$ cat src/amode_pkg.sv
package amode_pkg;

   ////////////////////////////////////////////////////////////////////////////////
   // Prebyte codes and special opcodes
   localparam logic [7:0] PRE_Y_CODE = 8'h90;
   localparam logic [7:0] PRE_IND_Y_CODE = 8'h91;
   localparam logic [7:0] PRE_IND_CODE = 8'h92;
   localparam logic [7:0] OPC_HALT = 8'h8e;
   localparam logic [7:0] OPC_WFI = 8'h8f;
   // Undefined codes inside inherent rows 8 and 9, one bit per low nibble
   // Codes 8a, 8b and 93 only; 8e is the halt opcode and must stay legal
   localparam logic [15:0] ILL_ROW8 = 16'h0c00;
   localparam logic [15:0] ILL_ROW9 = 16'h0008;
   localparam logic [7:0] PAGE0_HI = 8'h00;
   localparam logic [7:0] PTR_STEP = 8'h01;
   localparam int N_MODES = 17;
   localparam int N_FAMILIES = 7;

   ////////////////////////////////////////////////////////////////////////////////
   // Opcode rows, selected by the high nibble
   localparam logic [3:0] NIB_BIT_REL = 4'h0;
   localparam logic [3:0] NIB_BIT = 4'h1;
   localparam logic [3:0] NIB_JR = 4'h2;
   localparam logic [3:0] NIB_RMW_DIR = 4'h3;
   localparam logic [3:0] NIB_INH_A = 4'h4;
   localparam logic [3:0] NIB_INH_X = 4'h5;
   localparam logic [3:0] NIB_RMW_IDX = 4'h6;
   localparam logic [3:0] NIB_RMW_IDX0 = 4'h7;
   localparam logic [3:0] NIB_INH_8 = 4'h8;
   localparam logic [3:0] NIB_INH_9 = 4'h9;
   localparam logic [3:0] NIB_IMM = 4'ha;
   localparam logic [3:0] NIB_DIR_S = 4'hb;
   localparam logic [3:0] NIB_DIR_L = 4'hc;
   localparam logic [3:0] NIB_IDX_L = 4'hd;
   localparam logic [3:0] NIB_IDX_S = 4'he;
   localparam logic [3:0] NIB_IDX_0 = 4'hf;

   ////////////////////////////////////////////////////////////////////////////////
   // Types
   typedef enum logic [4:0] {
      AM_INHERENT = 5'h00, AM_IMMEDIATE = 5'h01, AM_DIR_SHORT = 5'h02,
      AM_DIR_LONG = 5'h03, AM_IDX_NONE = 5'h04, AM_IDX_SHORT = 5'h05,
      AM_IDX_LONG = 5'h06, AM_IND_SHORT = 5'h07, AM_IND_LONG = 5'h08,
      AM_IND_IDX_SHORT = 5'h09, AM_IND_IDX_LONG = 5'h0a, AM_REL_DIR = 5'h0b,
      AM_REL_IND = 5'h0c, AM_BIT_DIR = 5'h0d, AM_BIT_IND = 5'h0e,
      AM_BIT_DIR_REL = 5'h0f, AM_BIT_IND_REL = 5'h10
   } amode_t;

   typedef enum logic [2:0] {
      FAM_INHERENT = 3'h0, FAM_IMMEDIATE = 3'h1, FAM_DIRECT = 3'h2, FAM_INDEXED = 3'h3,
      FAM_INDIRECT = 3'h4, FAM_RELATIVE = 3'h5, FAM_BIT = 3'h6
   } family_t;

   typedef enum logic [1:0] {
      PRE_NONE = 2'b00, PRE_SEL_Y = 2'b01, PRE_SEL_IND = 2'b10, PRE_SEL_IND_Y = 2'b11
   } pre_t;

   typedef enum logic [2:0] {
      ST_OPCODE = 3'b000, ST_OPERAND = 3'b001, ST_PTR_HI = 3'b010,
      ST_PTR_LO = 3'b011, ST_FINISH = 3'b100
   } state_t;

   ////////////////////////////////////////////////////////////////////////////////
   // Shared decoding
   function automatic pre_t pre_code(input logic [7:0] b);
      case (b)
         PRE_Y_CODE: pre_code = PRE_SEL_Y;
         PRE_IND_CODE: pre_code = PRE_SEL_IND;
         PRE_IND_Y_CODE: pre_code = PRE_SEL_IND_Y;
         default: pre_code = PRE_NONE;
      endcase
   endfunction

   function automatic family_t family_of(input amode_t m);
      case (m)
         AM_INHERENT: family_of = FAM_INHERENT;
         AM_IMMEDIATE: family_of = FAM_IMMEDIATE;
         AM_DIR_SHORT, AM_DIR_LONG: family_of = FAM_DIRECT;
         AM_IDX_NONE, AM_IDX_SHORT, AM_IDX_LONG: family_of = FAM_INDEXED;
         AM_REL_DIR, AM_REL_IND: family_of = FAM_RELATIVE;
         AM_BIT_DIR, AM_BIT_IND, AM_BIT_DIR_REL, AM_BIT_IND_REL: family_of = FAM_BIT;
         default: family_of = FAM_INDIRECT;
      endcase
   endfunction

   function automatic logic is_indirect(input amode_t m);
      is_indirect = (m == AM_IND_SHORT) || (m == AM_IND_LONG) || (m == AM_IND_IDX_SHORT)
         || (m == AM_IND_IDX_LONG) || (m == AM_REL_IND) || (m == AM_BIT_IND)
         || (m == AM_BIT_IND_REL);
   endfunction

   function automatic logic is_branch(input amode_t m);
      is_branch = (m == AM_REL_DIR) || (m == AM_REL_IND) || (m == AM_BIT_DIR_REL)
         || (m == AM_BIT_IND_REL);
   endfunction

endpackage

$ cat src/decode_if.sv
`timescale 1ns/1ps
interface decode_if;
   import amode_pkg::*;
   logic [7:0] opcode;
   pre_t pre;
   amode_t mode;
   logic [1:0] nbytes;
   logic use_y;
   logic ptr_word;
   logic short_only;
   logic halt;
   logic wait_for_interrupt_instr;
   logic illegal;
   modport decoder (input opcode, pre, output mode, nbytes, use_y, ptr_word, short_only, halt,
      wait_for_interrupt_instr, illegal);
   modport core (output opcode, pre, input mode, nbytes, use_y, ptr_word, short_only, halt,
      wait_for_interrupt_instr, illegal);
endinterface

$ cat src/amode_decoder.sv
`timescale 1ns/1ps
module amode_decoder
   import amode_pkg::*;
(
   decode_if.decoder dif
);

   logic [3:0] hn;
   logic [3:0] ln;
   assign hn = dif.opcode[7:4];
   assign ln = dif.opcode[3:0];

   ////////////////////////////////////////////////////////////////////////////////
   // Opcode row and prebyte to mode; an unauthorised prebyte is simply ignored
   always_comb begin
      dif.mode = AM_INHERENT;
      dif.nbytes = 2'd0; // Inherent has no trailing bytes
      dif.use_y = 1'b0;
      dif.ptr_word = 1'b0;
      dif.short_only = 1'b0;
      dif.halt = 1'b0;
      dif.wait_for_interrupt_instr = 1'b0;
      dif.illegal = 1'b0;
      case (hn)
         NIB_BIT_REL: begin
            dif.mode = (dif.pre == PRE_SEL_IND) ? AM_BIT_IND_REL : AM_BIT_DIR_REL;
            dif.nbytes = 2'd2;
            dif.short_only = 1'b1;
         end
         NIB_BIT: begin
            dif.mode = (dif.pre == PRE_SEL_IND) ? AM_BIT_IND : AM_BIT_DIR;
            dif.nbytes = 2'd1;
            dif.short_only = 1'b1;
         end
         NIB_JR: begin
            dif.mode = (dif.pre == PRE_SEL_IND) ? AM_REL_IND : AM_REL_DIR;
            dif.nbytes = 2'd1;
         end
         NIB_RMW_DIR: begin
            dif.mode = (dif.pre == PRE_SEL_IND) ? AM_IND_SHORT : AM_DIR_SHORT;
            dif.nbytes = 2'd1;
            dif.short_only = 1'b1;
         end
         NIB_INH_A: begin
            dif.mode = AM_INHERENT;
         end
         NIB_INH_X, NIB_INH_8, NIB_INH_9: begin
            dif.use_y = (dif.pre == PRE_SEL_Y);
            dif.illegal = ((hn == NIB_INH_8) && ILL_ROW8[ln])
               || ((hn == NIB_INH_9) && ILL_ROW9[ln]);
            dif.halt = (dif.opcode == OPC_HALT);
            dif.wait_for_interrupt_instr = (dif.opcode == OPC_WFI);
         end
         NIB_RMW_IDX, NIB_IDX_S: begin
            // Short indexed, plain or through a byte pointer
            dif.nbytes = 2'd1;
            dif.short_only = (hn == NIB_RMW_IDX);
            dif.mode = dif.pre[1] ? AM_IND_IDX_SHORT : AM_IDX_SHORT;
            dif.use_y = (dif.pre == PRE_SEL_Y) || (dif.pre == PRE_SEL_IND_Y);
         end
         NIB_RMW_IDX0, NIB_IDX_0: begin
            dif.mode = AM_IDX_NONE;
            dif.short_only = (hn == NIB_RMW_IDX0);
            dif.use_y = (dif.pre == PRE_SEL_Y);
         end
         NIB_IMM: begin
            dif.mode = AM_IMMEDIATE;
            dif.nbytes = 2'd1; // Literal follows the opcode
            dif.use_y = (dif.pre == PRE_SEL_Y);
         end
         NIB_DIR_S: begin
            dif.mode = (dif.pre == PRE_SEL_IND) ? AM_IND_SHORT : AM_DIR_SHORT;
            dif.nbytes = 2'd1;
         end
         NIB_DIR_L: begin
            // Long indirect still has a page-zero pointer address of one byte
            dif.mode = (dif.pre == PRE_SEL_IND) ? AM_IND_LONG : AM_DIR_LONG;
            dif.ptr_word = (dif.pre == PRE_SEL_IND);
            dif.nbytes = (dif.pre == PRE_SEL_IND) ? 2'd1 : 2'd2;
         end
         NIB_IDX_L: begin
            dif.mode = dif.pre[1] ? AM_IND_IDX_LONG : AM_IDX_LONG;
            dif.ptr_word = dif.pre[1];
            dif.nbytes = dif.pre[1] ? 2'd1 : 2'd2;
            dif.use_y = (dif.pre == PRE_SEL_Y) || (dif.pre == PRE_SEL_IND_Y);
         end
         default: begin
            dif.illegal = 1'b1;
         end
      endcase
   end

endmodule

$ cat src/cpu_addressing_mode_decode.sv
`timescale 1ns/1ps
module cpu_addressing_mode_decode
   import amode_pkg::*;
(
   input wire logic sys_clk_in,
   input wire logic rst_in,
   input wire logic fetch_valid_in,
   input wire logic [7:0] fetch_byte_in,
   input wire logic [7:0] x_in,
   input wire logic [7:0] y_in,
   input wire logic [15:0] pc_in,
   input wire logic [7:0] mem_rdata_in,
   input wire logic mem_rvalid_in,
   output logic fetch_ready_out,
   output logic mem_req_out,
   output logic [15:0] mem_addr_out,
   output logic done_out,
   output amode_t mode_out,
   output family_t family_out,
   output logic [2:0] length_out,
   output logic [15:0] ea_out,
   output logic [7:0] operand_out,
   output logic [15:0] target_out,
   output logic use_y_out,
   output logic short_only_out,
   output logic halt_req_out,
   output logic wfi_req_out,
   output logic illegal_reset_out
);

   decode_if dif ();

   amode_decoder u_dec (
      .dif(dif)
   );

   state_t state_reg, state_next;
   pre_t pre_reg, pre_next;
   logic [7:0] op_reg, op_next;
   logic [7:0] b1_reg, b1_next;
   logic [7:0] b2_reg, b2_next;
   logic [1:0] got_reg, got_next;
   logic [2:0] len_reg, len_next;
   logic [7:0] ptr_hi_reg, ptr_hi_next;
   logic [7:0] ptr_lo_reg, ptr_lo_next;
   logic sent_reg, sent_next;
   logic ready_reg, ready_next;
   logic req_reg, req_next;
   logic [15:0] maddr_reg, maddr_next;
   logic done_reg, done_next;
   amode_t mode_reg, mode_next;
   family_t fam_reg, fam_next;
   logic [2:0] olen_reg, olen_next;
   logic [15:0] ea_reg, ea_next;
   logic [7:0] opnd_reg, opnd_next;
   logic [15:0] tgt_reg, tgt_next;
   logic usey_reg, usey_next;
   logic sonly_reg, sonly_next;
   logic halt_reg, halt_next;
   logic wfi_reg, wfi_next;
   logic ill_reg, ill_next;
   logic take;
   logic [7:0] idx;

   ////////////////////////////////////////////////////////////////////////////////
   // Address arithmetic
   function automatic logic [15:0] ea_calc(input amode_t m, input logic [7:0] ix,
      input logic [7:0] a, input logic [7:0] b, input logic [7:0] ph, input logic [7:0] pl);
      case (m)
         AM_DIR_SHORT, AM_BIT_DIR, AM_BIT_DIR_REL: ea_calc = {PAGE0_HI, a};
         AM_DIR_LONG: ea_calc = {a, b}; // Full 64 Kbyte reach
         AM_IDX_NONE: ea_calc = {PAGE0_HI, ix};
         AM_IDX_SHORT: ea_calc = {PAGE0_HI, ix} + {PAGE0_HI, a}; // Up to 1fe
         AM_IDX_LONG: ea_calc = {a, b} + {PAGE0_HI, ix};
         AM_IND_SHORT, AM_BIT_IND, AM_BIT_IND_REL: ea_calc = {PAGE0_HI, pl};
         AM_IND_LONG: ea_calc = {ph, pl};
         AM_IND_IDX_SHORT: ea_calc = {PAGE0_HI, pl} + {PAGE0_HI, ix};
         AM_IND_IDX_LONG: ea_calc = {ph, pl} + {PAGE0_HI, ix};
         default: ea_calc = 16'h0000;
      endcase
   endfunction

   // Sign extended byte offset; pc already points past the branch instruction
   function automatic logic [15:0] rel_target(input logic [15:0] pc, input logic [7:0] off);
      rel_target = pc + {{8{off[7]}}, off};
   endfunction

   ////////////////////////////////////////////////////////////////////////////////
   // Decoder sees the live byte while an opcode is awaited, the held one after
   assign dif.opcode = (state_reg == ST_OPCODE) ? fetch_byte_in : op_reg;
   assign dif.pre = pre_reg;
   assign take = fetch_valid_in && ready_reg;
   assign idx = dif.use_y ? y_in : x_in;

   ////////////////////////////////////////////////////////////////////////////////
   // Sequencer: prebyte, opcode, operand bytes, pointer reads, result
   always_comb begin
      state_next = state_reg;
      pre_next = pre_reg;
      op_next = op_reg;
      b1_next = b1_reg;
      b2_next = b2_reg;
      got_next = got_reg;
      len_next = len_reg;
      ptr_hi_next = ptr_hi_reg;
      ptr_lo_next = ptr_lo_reg;
      sent_next = sent_reg;
      maddr_next = maddr_reg;
      mode_next = mode_reg;
      fam_next = fam_reg;
      olen_next = olen_reg;
      ea_next = ea_reg;
      opnd_next = opnd_reg;
      tgt_next = tgt_reg;
      usey_next = usey_reg;
      sonly_next = sonly_reg;
      req_next = 1'b0;
      done_next = 1'b0;
      halt_next = 1'b0;
      wfi_next = 1'b0;
      ill_next = 1'b0;
      case (state_reg)
         ST_OPCODE: begin
            if (take) begin
               len_next = len_reg + 3'd1;
               if (pre_code(fetch_byte_in) != PRE_NONE && pre_reg == PRE_NONE) begin
                  pre_next = pre_code(fetch_byte_in);
               end else if (pre_code(fetch_byte_in) != PRE_NONE || dif.illegal) begin
                  // A second prebyte or an undefined code sits where an opcode must be
                  ill_next = 1'b1;
                  pre_next = PRE_NONE;
                  len_next = 3'd0;
               end else begin
                  op_next = fetch_byte_in;
                  got_next = 2'd0;
                  state_next = (dif.nbytes == 2'd0) ? ST_FINISH : ST_OPERAND;
               end
            end
         end
         ST_OPERAND: begin
            if (take) begin
               len_next = len_reg + 3'd1;
               got_next = got_reg + 2'd1;
               if (got_reg == 2'd0) begin
                  b1_next = fetch_byte_in;
               end else begin
                  b2_next = fetch_byte_in;
               end
               if (got_reg + 2'd1 == dif.nbytes) begin
                  state_next = is_indirect(dif.mode) ? ST_PTR_HI : ST_FINISH;
               end
            end
         end
         ST_PTR_HI, ST_PTR_LO: begin
            // Word pointers are high byte first; the low byte wraps inside page zero
            if (!sent_reg) begin
               req_next = 1'b1;
               sent_next = 1'b1;
               maddr_next = (state_reg == ST_PTR_HI) ? {PAGE0_HI, b1_reg}
                  : {PAGE0_HI, b1_reg + PTR_STEP};
            end else if (mem_rvalid_in) begin
               sent_next = 1'b0;
               if (state_reg == ST_PTR_HI && dif.ptr_word) begin
                  ptr_hi_next = mem_rdata_in;
                  state_next = ST_PTR_LO;
               end else begin
                  if (state_reg == ST_PTR_HI) begin
                     ptr_hi_next = 8'h00;
                  end
                  ptr_lo_next = mem_rdata_in;
                  state_next = ST_FINISH;
               end
            end
         end
         ST_FINISH: begin
            done_next = 1'b1;
            mode_next = dif.mode;
            fam_next = family_of(dif.mode);
            olen_next = len_reg;
            ea_next = ea_calc(dif.mode, idx, b1_reg, b2_reg, ptr_hi_reg, ptr_lo_reg);
            opnd_next = b1_reg; // Literal of an immediate
            case (dif.mode)
               AM_REL_DIR: tgt_next = rel_target(pc_in, b1_reg);
               AM_REL_IND: tgt_next = rel_target(pc_in, ptr_lo_reg);
               AM_BIT_DIR_REL, AM_BIT_IND_REL: tgt_next = rel_target(pc_in, b2_reg);
               default: tgt_next = pc_in;
            endcase
            usey_next = dif.use_y;
            sonly_next = dif.short_only;
            halt_next = dif.halt; // Stop oscillator request
            wfi_next = dif.wait_for_interrupt_instr; // Suspend until interrupt
            pre_next = PRE_NONE;
            len_next = 3'd0;
            state_next = ST_OPCODE;
         end
         default: begin
            state_next = ST_OPCODE;
         end
      endcase
      ready_next = (state_next == ST_OPCODE) || (state_next == ST_OPERAND);
   end

   always_ff @(posedge sys_clk_in) begin
      if (rst_in) begin
         state_reg <= ST_OPCODE;
         pre_reg <= PRE_NONE;
         op_reg <= 8'h00;
         b1_reg <= 8'h00;
         b2_reg <= 8'h00;
         got_reg <= 2'd0;
         len_reg <= 3'd0;
         ptr_hi_reg <= 8'h00;
         ptr_lo_reg <= 8'h00;
         sent_reg <= 1'b0;
         ready_reg <= 1'b0;
         req_reg <= 1'b0;
         maddr_reg <= 16'h0000;
         done_reg <= 1'b0;
         mode_reg <= AM_INHERENT;
         fam_reg <= FAM_INHERENT;
         olen_reg <= 3'd0;
         ea_reg <= 16'h0000;
         opnd_reg <= 8'h00;
         tgt_reg <= 16'h0000;
         usey_reg <= 1'b0;
         sonly_reg <= 1'b0;
         halt_reg <= 1'b0;
         wfi_reg <= 1'b0;
         ill_reg <= 1'b0;
      end else begin
         state_reg <= state_next;
         pre_reg <= pre_next;
         op_reg <= op_next;
         b1_reg <= b1_next;
         b2_reg <= b2_next;
         got_reg <= got_next;
         len_reg <= len_next;
         ptr_hi_reg <= ptr_hi_next;
         ptr_lo_reg <= ptr_lo_next;
         sent_reg <= sent_next;
         ready_reg <= ready_next;
         req_reg <= req_next;
         maddr_reg <= maddr_next;
         done_reg <= done_next;
         mode_reg <= mode_next;
         fam_reg <= fam_next;
         olen_reg <= olen_next;
         ea_reg <= ea_next;
         opnd_reg <= opnd_next;
         tgt_reg <= tgt_next;
         usey_reg <= usey_next;
         sonly_reg <= sonly_next;
         halt_reg <= halt_next;
         wfi_reg <= wfi_next;
         ill_reg <= ill_next;
      end
   end

   ////////////////////////////////////////////////////////////////////////////////
   // Outputs straight from flip-flops
   assign fetch_ready_out = ready_reg;
   assign mem_req_out = req_reg;
   assign mem_addr_out = maddr_reg;
   assign done_out = done_reg;
   assign mode_out = mode_reg;
   assign family_out = fam_reg;
   assign length_out = olen_reg;
   assign ea_out = ea_reg;
   assign operand_out = opnd_reg;
   assign target_out = tgt_reg;
   assign use_y_out = usey_reg;
   assign short_only_out = sonly_reg;
   assign halt_req_out = halt_reg;
   assign wfi_req_out = wfi_reg;
   assign illegal_reset_out = ill_reg;

   ////////////////////////////////////////////////////////////////////////////////
   // Checks; pc is kept only so the branch reach can be measured
   logic [15:0] pc_seen_reg;
   logic [15:0] rel_diff;
   always_ff @(posedge sys_clk_in) begin
      pc_seen_reg <= (state_reg == ST_FINISH) ? pc_in : pc_seen_reg;
   end
   assign rel_diff = tgt_reg - pc_seen_reg;
endmodule

$ cat config.mk
export PLATFORM = sky130hd
export DESIGN_NAME = cpu_addressing_mode_decode
export DESIGN_NICKNAME = d
export VERILOG_FILES = /design/src/amode_pkg.sv /design/src/decode_if.sv /design/src/amode_decoder.sv /design/src/cpu_addressing_mode_decode.sv
export SDC_FILE = /design/constraint.sdc
export NUM_CORES = 1
export LEC_CHECK = 0
export ABC_CLOCK_PERIOD_IN_PS = 7650
export BUFFER_PORTS_ARGS = -buffer_cell sky130_fd_sc_hd__buf_4
export CORE_UTILIZATION = 58
export DETAILED_ROUTE_END_ITERATION = 10
export PLACE_DENSITY = 0.8
export SYNTH_ARGS = -nofsm -noshare
export SYNTH_HDL_FRONTEND = slang
export SYNTH_SLANG_ARGS = --single-unit
$ cat constraint.sdc
create_clock -name sys_clk_in -period 7.65 [get_ports sys_clk_in]
set_clock_uncertainty 0.05 [all_clocks]
set_input_delay 1.53 -clock sys_clk_in [delete_from_list [all_inputs] [get_ports sys_clk_in]]
set_output_delay 1.53 -clock sys_clk_in [all_outputs]
set_load 0.02 [all_outputs]
# Word-level counts from Yosys, hierarchy flattened
# Memories as Yosys holds them, arrays and structs flattened. A register that Yosys moved wholly into a read port is not among the register bits.
# Cells that the tools add are included.
dict set report totals {
  regBits 123
  mem_bits_ro 128
  in_bits 52
  out_inout_bits 75
  elab_cells 207
  n_memories 3
}
dict set report op_classes {
  n_addsub 10
  order_cmp 1
  eq_ne 48
  mux 60
  bitwise_logic 10
  n_reduce_logical 51
}
# memory words width rd rd_ports_with_merged_regs wr line_no
set memory_table {}
lappend memory_table {{(no name shown)} 32 3 1 1 0 amode_pkg.sv:75} ;# case (m)
lappend memory_table {{(no name shown)} 16 1 1 0 0 amode_decoder.sv:49} ;# dif.illegal = ((hn == NIB_INH_8) && ILL_ROW8[ln])
lappend memory_table {{(no name shown)} 16 1 1 0 0 amode_decoder.sv:50} ;# || ((hn == NIB_INH_9) && ILL_ROW9[ln]);
# op count
set ops {}
lappend ops {{one-hot mux 16 bit (9 select lines)} 1}
lappend ops {{adder 16 bit} 3}
lappend ops {{2-to-1 mux 3 bit} 16}
lappend ops {{one-hot mux 16 bit (3 select lines)} 1}
lappend ops {{one-hot mux 5 bit (9 select lines)} 1}
lappend ops {{== test 5 x 4 -> 1 bit, second input constant} 8}
lappend ops {{== test 8 bit, second input constant} 5}
lappend ops {{2-to-1 mux 8 bit} 5}
lappend ops {{adder 16 x 8 -> 16 bit} 2}
lappend ops {{== test 4 bit, second input constant} 8}
lappend ops {{2-to-1 mux 2 bit} 15}
lappend ops {{== test 5 x 3 -> 1 bit, second input constant} 4}
lappend ops {{adder 8 x 8 -> 9 bit} 2}
lappend ops {{one-hot mux 3 bit (3 select lines)} 2}
lappend ops {{OR reduction 3 bit} 6}
lappend ops {{== test 4 x 3 -> 1 bit, second input constant} 3}
lappend ops {{2-to-1 mux 4 bit} 3}
lappend ops {{AND reduction 3 bit} 4}
lappend ops {{AND reduction 4 bit} 3}
lappend ops {{OR reduction 2 bit} 6}
lappend ops {{== test 5 x 2 -> 1 bit, second input constant} 2}
lappend ops {{logical OR 1 bit} 10}
lappend ops {{NOT 1 bit} 10}
lappend ops {{nonzero test 2 bit} 5}
lappend ops {{other kinds (32)} 55}

# Logic depth before layout (Yosys ltp)
dict set report depth {
  depth_word 18
  depth_mapped 20
  mapped_depth_nobuf 17
}

# Cells and area by module
# Synthesis repeated with hierarchy kept, for this count alone.
dict set report unflattened {
  hier_cells 982
  area_unflattened_um2 7903.8
}
# module n_inst cells_per_inst area_per_inst_um2 seq_area_each_um2
set modules_own_cells {}
lappend modules_own_cells {cpu_addressing_mode_decode 1 921 7522.2 2362.3}
lappend modules_own_cells {amode_decoder 1 61 381.6 0.0}

# Least setup slack after synthesis
# No wires, ideal clock.
dict set report synth_timing {
  path_kind {in2reg}
  startpoint {input fetch_byte_in[6]}
  endpoint {register ea_reg[10], in the netlist ea_out[10]}
  setup_time_ns 0.122
  arrival_time_ns 5.674
  t_required_ns 7.478
  setup_slack_ns 1.804
  path_stages 19
  path_buffers 2
  cell_sequence {clkbuf_1 -> nor4bb_1 -> o2bb2ai_1 -> o211a_1 -> o21ba_2 -> nor3_4 -> buf_2 -> mux2_2 -> ha_1 -> inv_1 -> fa_1 -> nor2b_1 -> o21ai_0 -> a21oi_1 -> o31ai_1 -> a21oi_1 -> a311oi_1 -> a21oi_1 -> a221o_1}
}
dict set report synth_via {
  elab_chain_cells 7
  elab_cells_between_ends 42
  classes_between {2 x add/sub; 27 x eq/ne; 5 x mux; 8 x reduce/logical}
}
# item line_no
set synth_rtl {}
lappend synth_rtl {{start, declared} cpu_addressing_mode_decode.sv:8} ;# input wire logic [7:0] fetch_byte_in,
lappend synth_rtl {{2-to-1 mux 8 bit *} cpu_addressing_mode_decode.sv:90} ;# assign dif.opcode = (state_reg == ST_OPCODE) ? fetch_byte_in : op_reg;
lappend synth_rtl {{== test 4 bit, or another cell as far along} amode_decoder.sv:24} ;# case (hn)
lappend synth_rtl {{OR reduction 6 bit (no line), or another cell as far along} --}
lappend synth_rtl {{one-hot mux 1 bit (2 select lines) / one-hot mux 5 bit (9 select lines) (equally long branches)} amode_decoder.sv:24}
lappend synth_rtl {{2-to-1 mux 8 bit, or another cell as far along} cpu_addressing_mode_decode.sv:93} ;# assign idx = dif.use_y ? y_in : x_in;
lappend synth_rtl {{adder 16 x 8 -> 16 bit, or another cell as far along} cpu_addressing_mode_decode.sv:78} ;# AM_IND_IDX_LONG: ea_calc = {ph, pl} + {PAGE0_HI, ix};
lappend synth_rtl {{one-hot mux 16 bit (9 select lines) *} cpu_addressing_mode_decode.sv:69} ;# case (m)
lappend synth_rtl {{end signal, assigned} cpu_addressing_mode_decode.sv:248} ;# ea_reg <= ea_next;
lappend synth_rtl {{end, declared} cpu_addressing_mode_decode.sv:54} ;# logic [15:0] ea_reg, ea_next;
# Every way passes the cells marked *; elsewhere a longest branch is shown, timed or not.
# A chain may end at the register's enable or synchronous reset.

# Final worst setup path
dict set report layout_timing {
  startpoint {input fetch_byte_in[4]}
  endpoint {register ea_reg[10], in the netlist ea_out[10]}
}
# Same word-level chain as after synthesis.

==> run_results.csv <==
group,metric,value,unit
synthesis,avgSynthCellArea,7.826,um2
clock_tree,clkTransAtPathRegs,0.06,ns
setup_path,start_kind,"input port",
timing,layout_min_cycle_time,6.320,ns
placement,placed_area,0.008716,mm2
pwr,power_density,197.6,mW/mm2
timing,fmax,158.2,MHz
synthesis,synth-main-ff-cell,"dfxtp_1",
timing,tightest_slew,1.264,ns
pwr,power.leakage,3.900,nW
placement,io_buffers,118,
timing,setup_viol,0,
synthesis,yosys.area.top_type,"dfxtp_1",
drt,first_iter_violations,867,
global_routing,use_met2,55.18,%
status,status,"finished, final reports clean",
clock_tree,clk_latency,0.43,ns
global_routing,busiest_layer,"met2",
clock_tree,ctsResizeCount,0,
global_routing,grt_pass1_vias,7526,
synthesis,synth.most_common_cell,"nand2_1",
layout,drive_gt1_share,17.81,%
clock_tree,post_cts_buffers,0,
pwr,irDropWorstVdd,0.1243,mV
synthesis,synth_top_cell_area_share,30.15,%
timing,slew_violations,0,
floorplan,die_h,118.2,um
setup_path,crit_fanout,15,
drt,drc_errors,0,
setup_path,critPathArrivalTime,6.59,ns
drt,num_vias,8074,
synthesis,yosysWarnings,0,
floorplan,ios,127,
clock_tree,numCtsBuffers,17,
global_routing,globalRoute.totalOverflow,0,
timing,hold_viol,0,
drt,dr.pass1.iters,7,
clock_tree,ctsRootBufferMaster,"clkbuf_16",
synthesis,syn_area,0.007834,mm2
global_routing,grt_util_met1,47.96,%
setup_path,critPathRequiredTime,7.92,ns
setup_path,cp-end-kind,"register",
drt,antenna_left,0,
floorplan,die_w,118.2,um
floorplan,core-area,0.01319,mm2
floorplan,placementRows,42,
clock_tree,htreeDepth,4,
global_routing,track_usage,36.20,%
drt,wl_per_cell,19.54,um
synthesis,async_reset_ff_share,0,%
floorplan,die-area,0.01397,mm2
setup_path,worstSetupPathType,"in -> reg",
global_routing,grt_max_degree,74,
global_routing,grt_pass1_wl,39700,um
synthesis,synth_area_leaders,"dfxtp_1 30%, nand2_1 7.1%, mux2i_1 5.5%",
layout,final_util,71.06,%
layout,antenna_cells,0,
synthesis,synth_edf_count,0,
global_routing,antenna_found_initial,0,
min_path,hp-class,"reg -> reg",
timing,rsz0062_at_grt,"no",
pwr,fin_total_pwr,0.001852,W
layout,areaGrowthSynthToFinish,19.65,%
timing,setup_tns,0,ns
clock_tree,tritoncts,"yes",
synthesis,synth_common_cells,"149 x nand2_1, 118 x dfxtp_1, 110 x nor2_1",
synthesis,ys_types,78,
timing,setup_slack,1.330,ns
placement,post-dp-hpwl,17550,um
synthesis,syn_inst,1001,
synthesis,synth-seq-cells,118,
layout,layout.nets,1171,
placement,gp_congestion,0.9909,
global_routing,use_met3,9.363,%
clock_tree,cts.sinks,118,
drt,routed_wl,24830,um
timing,slew-limit-headroom,15.28,%
flow_run,maxCapViolations,0,
timing,period_share,82.62,%
clock_tree,hold_buffers,0,
synthesis,yosysSeqAreaShare,30.15,%
drt,via_per_inst,6.352,
layout,fillers,1116,
floorplan,initial_core_util,59.39,%
layout,fin_area,0.009373,mm2
clock_tree,clockBufferDepth,2,
placement,dp_slack,0.9939,ns
[metrics by stage]
stage	hold WS, ns	instances
after floorplan	0.3979	1008
after global placement	0.3899	1239
after detailed placement	0.3997	1239
after CTS	0.4070	1271
after global routing	0.4207	1271
final	0.4053	1271
[layer usage]
| metal | vias up | part of all wire, % | wire, um |
|---|---|---|---|
| met5 | - | 0 | 0 |
| met4 | 0 | 3.8 | 947 |
| met3 | 77 | 11 | 2719 |
| met2 | 480 | 44 | 11020 |
| met1 | 3748 | 41 | 10140 |
| li1 | 3769 | - | - |
[area by class of cell]
cell class                 count  area (um2)  share of cell area (%)
multi-input combinational    803        5124                   54.67
sequential                   118        2362                   25.20
timing repair buffer         127       953.4                   10.17
clock buffer                  21       460.4                   4.913
tap                          176       220.2                   2.349
clock inverter                11       196.4                   2.096
inverter                      15       56.30                  0.6007
[worst max-delay path, stage by stage]
cell	delay, ns
buf_4	0.15
or4b_1	0.46
nand2_1	0.28
o211a_1	0.49
o21ba_2	0.27
nor3_4	0.30
buf_4	0.31
mux2_2	0.36
ha_1	0.31
nor2b_1	0.15
o21ai_0	0.23
a21oi_1	0.15
o31ai_1	0.59
a21oi_1	0.31
a311oi_1	0.33
a21oi_1	0.07
a221o_1	0.30
[cells in the final DEF, fill, tap and decap left out, types with 5 or more instances in the layout]
cell type / instances
o21ai_1: 7
a21o_1: 10
nor2_1: 110
ha_1: 34
nor3_1: 31
buf_4: 127
or3_1: 7
bufinv_16: 5
nand3_1: 41
nand2_1: 149
nand4_1: 5
a311oi_1: 12
conb_1: 8
a21oi_1: 80
clkbuf_16: 17
inv_1: 15
nor2b_1: 6
o21bai_1: 6
a221oi_1: 11
nand2b_1: 7
and3_1: 10
o21ai_0: 21
mux2_2: 25
mux2i_1: 43
dfxtp_1: 118
a31oi_1: 5
a22oi_1: 14
xnor2_1: 30
a221o_1: 8
o31ai_1: 7
a211oi_1: 28
xor2_1: 12
and2_1: 6
[report_power, final]
| part | switching, W | internal, W | leakage (nW) | total [W] |
|---|---|---|---|---|
| clock network | 0.000301 | 0.000596 | 0.314 | 0.000897 |
| logic | 0.000187 | 0.000114 | 2.63 | 0.000301 |
| registers | 0.0000218 | 0.000632 | 0.953 | 0.000654 |
| total | 0.000510 | 0.00134 | 3.90 | 0.00185 |
[path summary, 6_finish.rpt]
path | from | to | slack (ns) | depth (start not counted)
setup / recovery | fetch_byte_in[4] | ea_out[10] | 1.33 | 17
hold / removal | operand_out[0] | operand_out[0] | 0.41 | 2
setup reg to reg | state_reg[0] | ea_out[10] | 1.64 | 17
hold reg to reg | operand_out[0] | operand_out[0] | 0.41 | 2
[cell families after synthesis]
logic type	share of synthesized area, %
compound gates	21.24
xor+xnor	4.696
fa+ha+maj	6.197
buf+inv	4.855
flops	30.15
mux	9.519
other cells	0.04787
simple gates	23.29
Note: power is estimated with default switching activity, not from simulation.
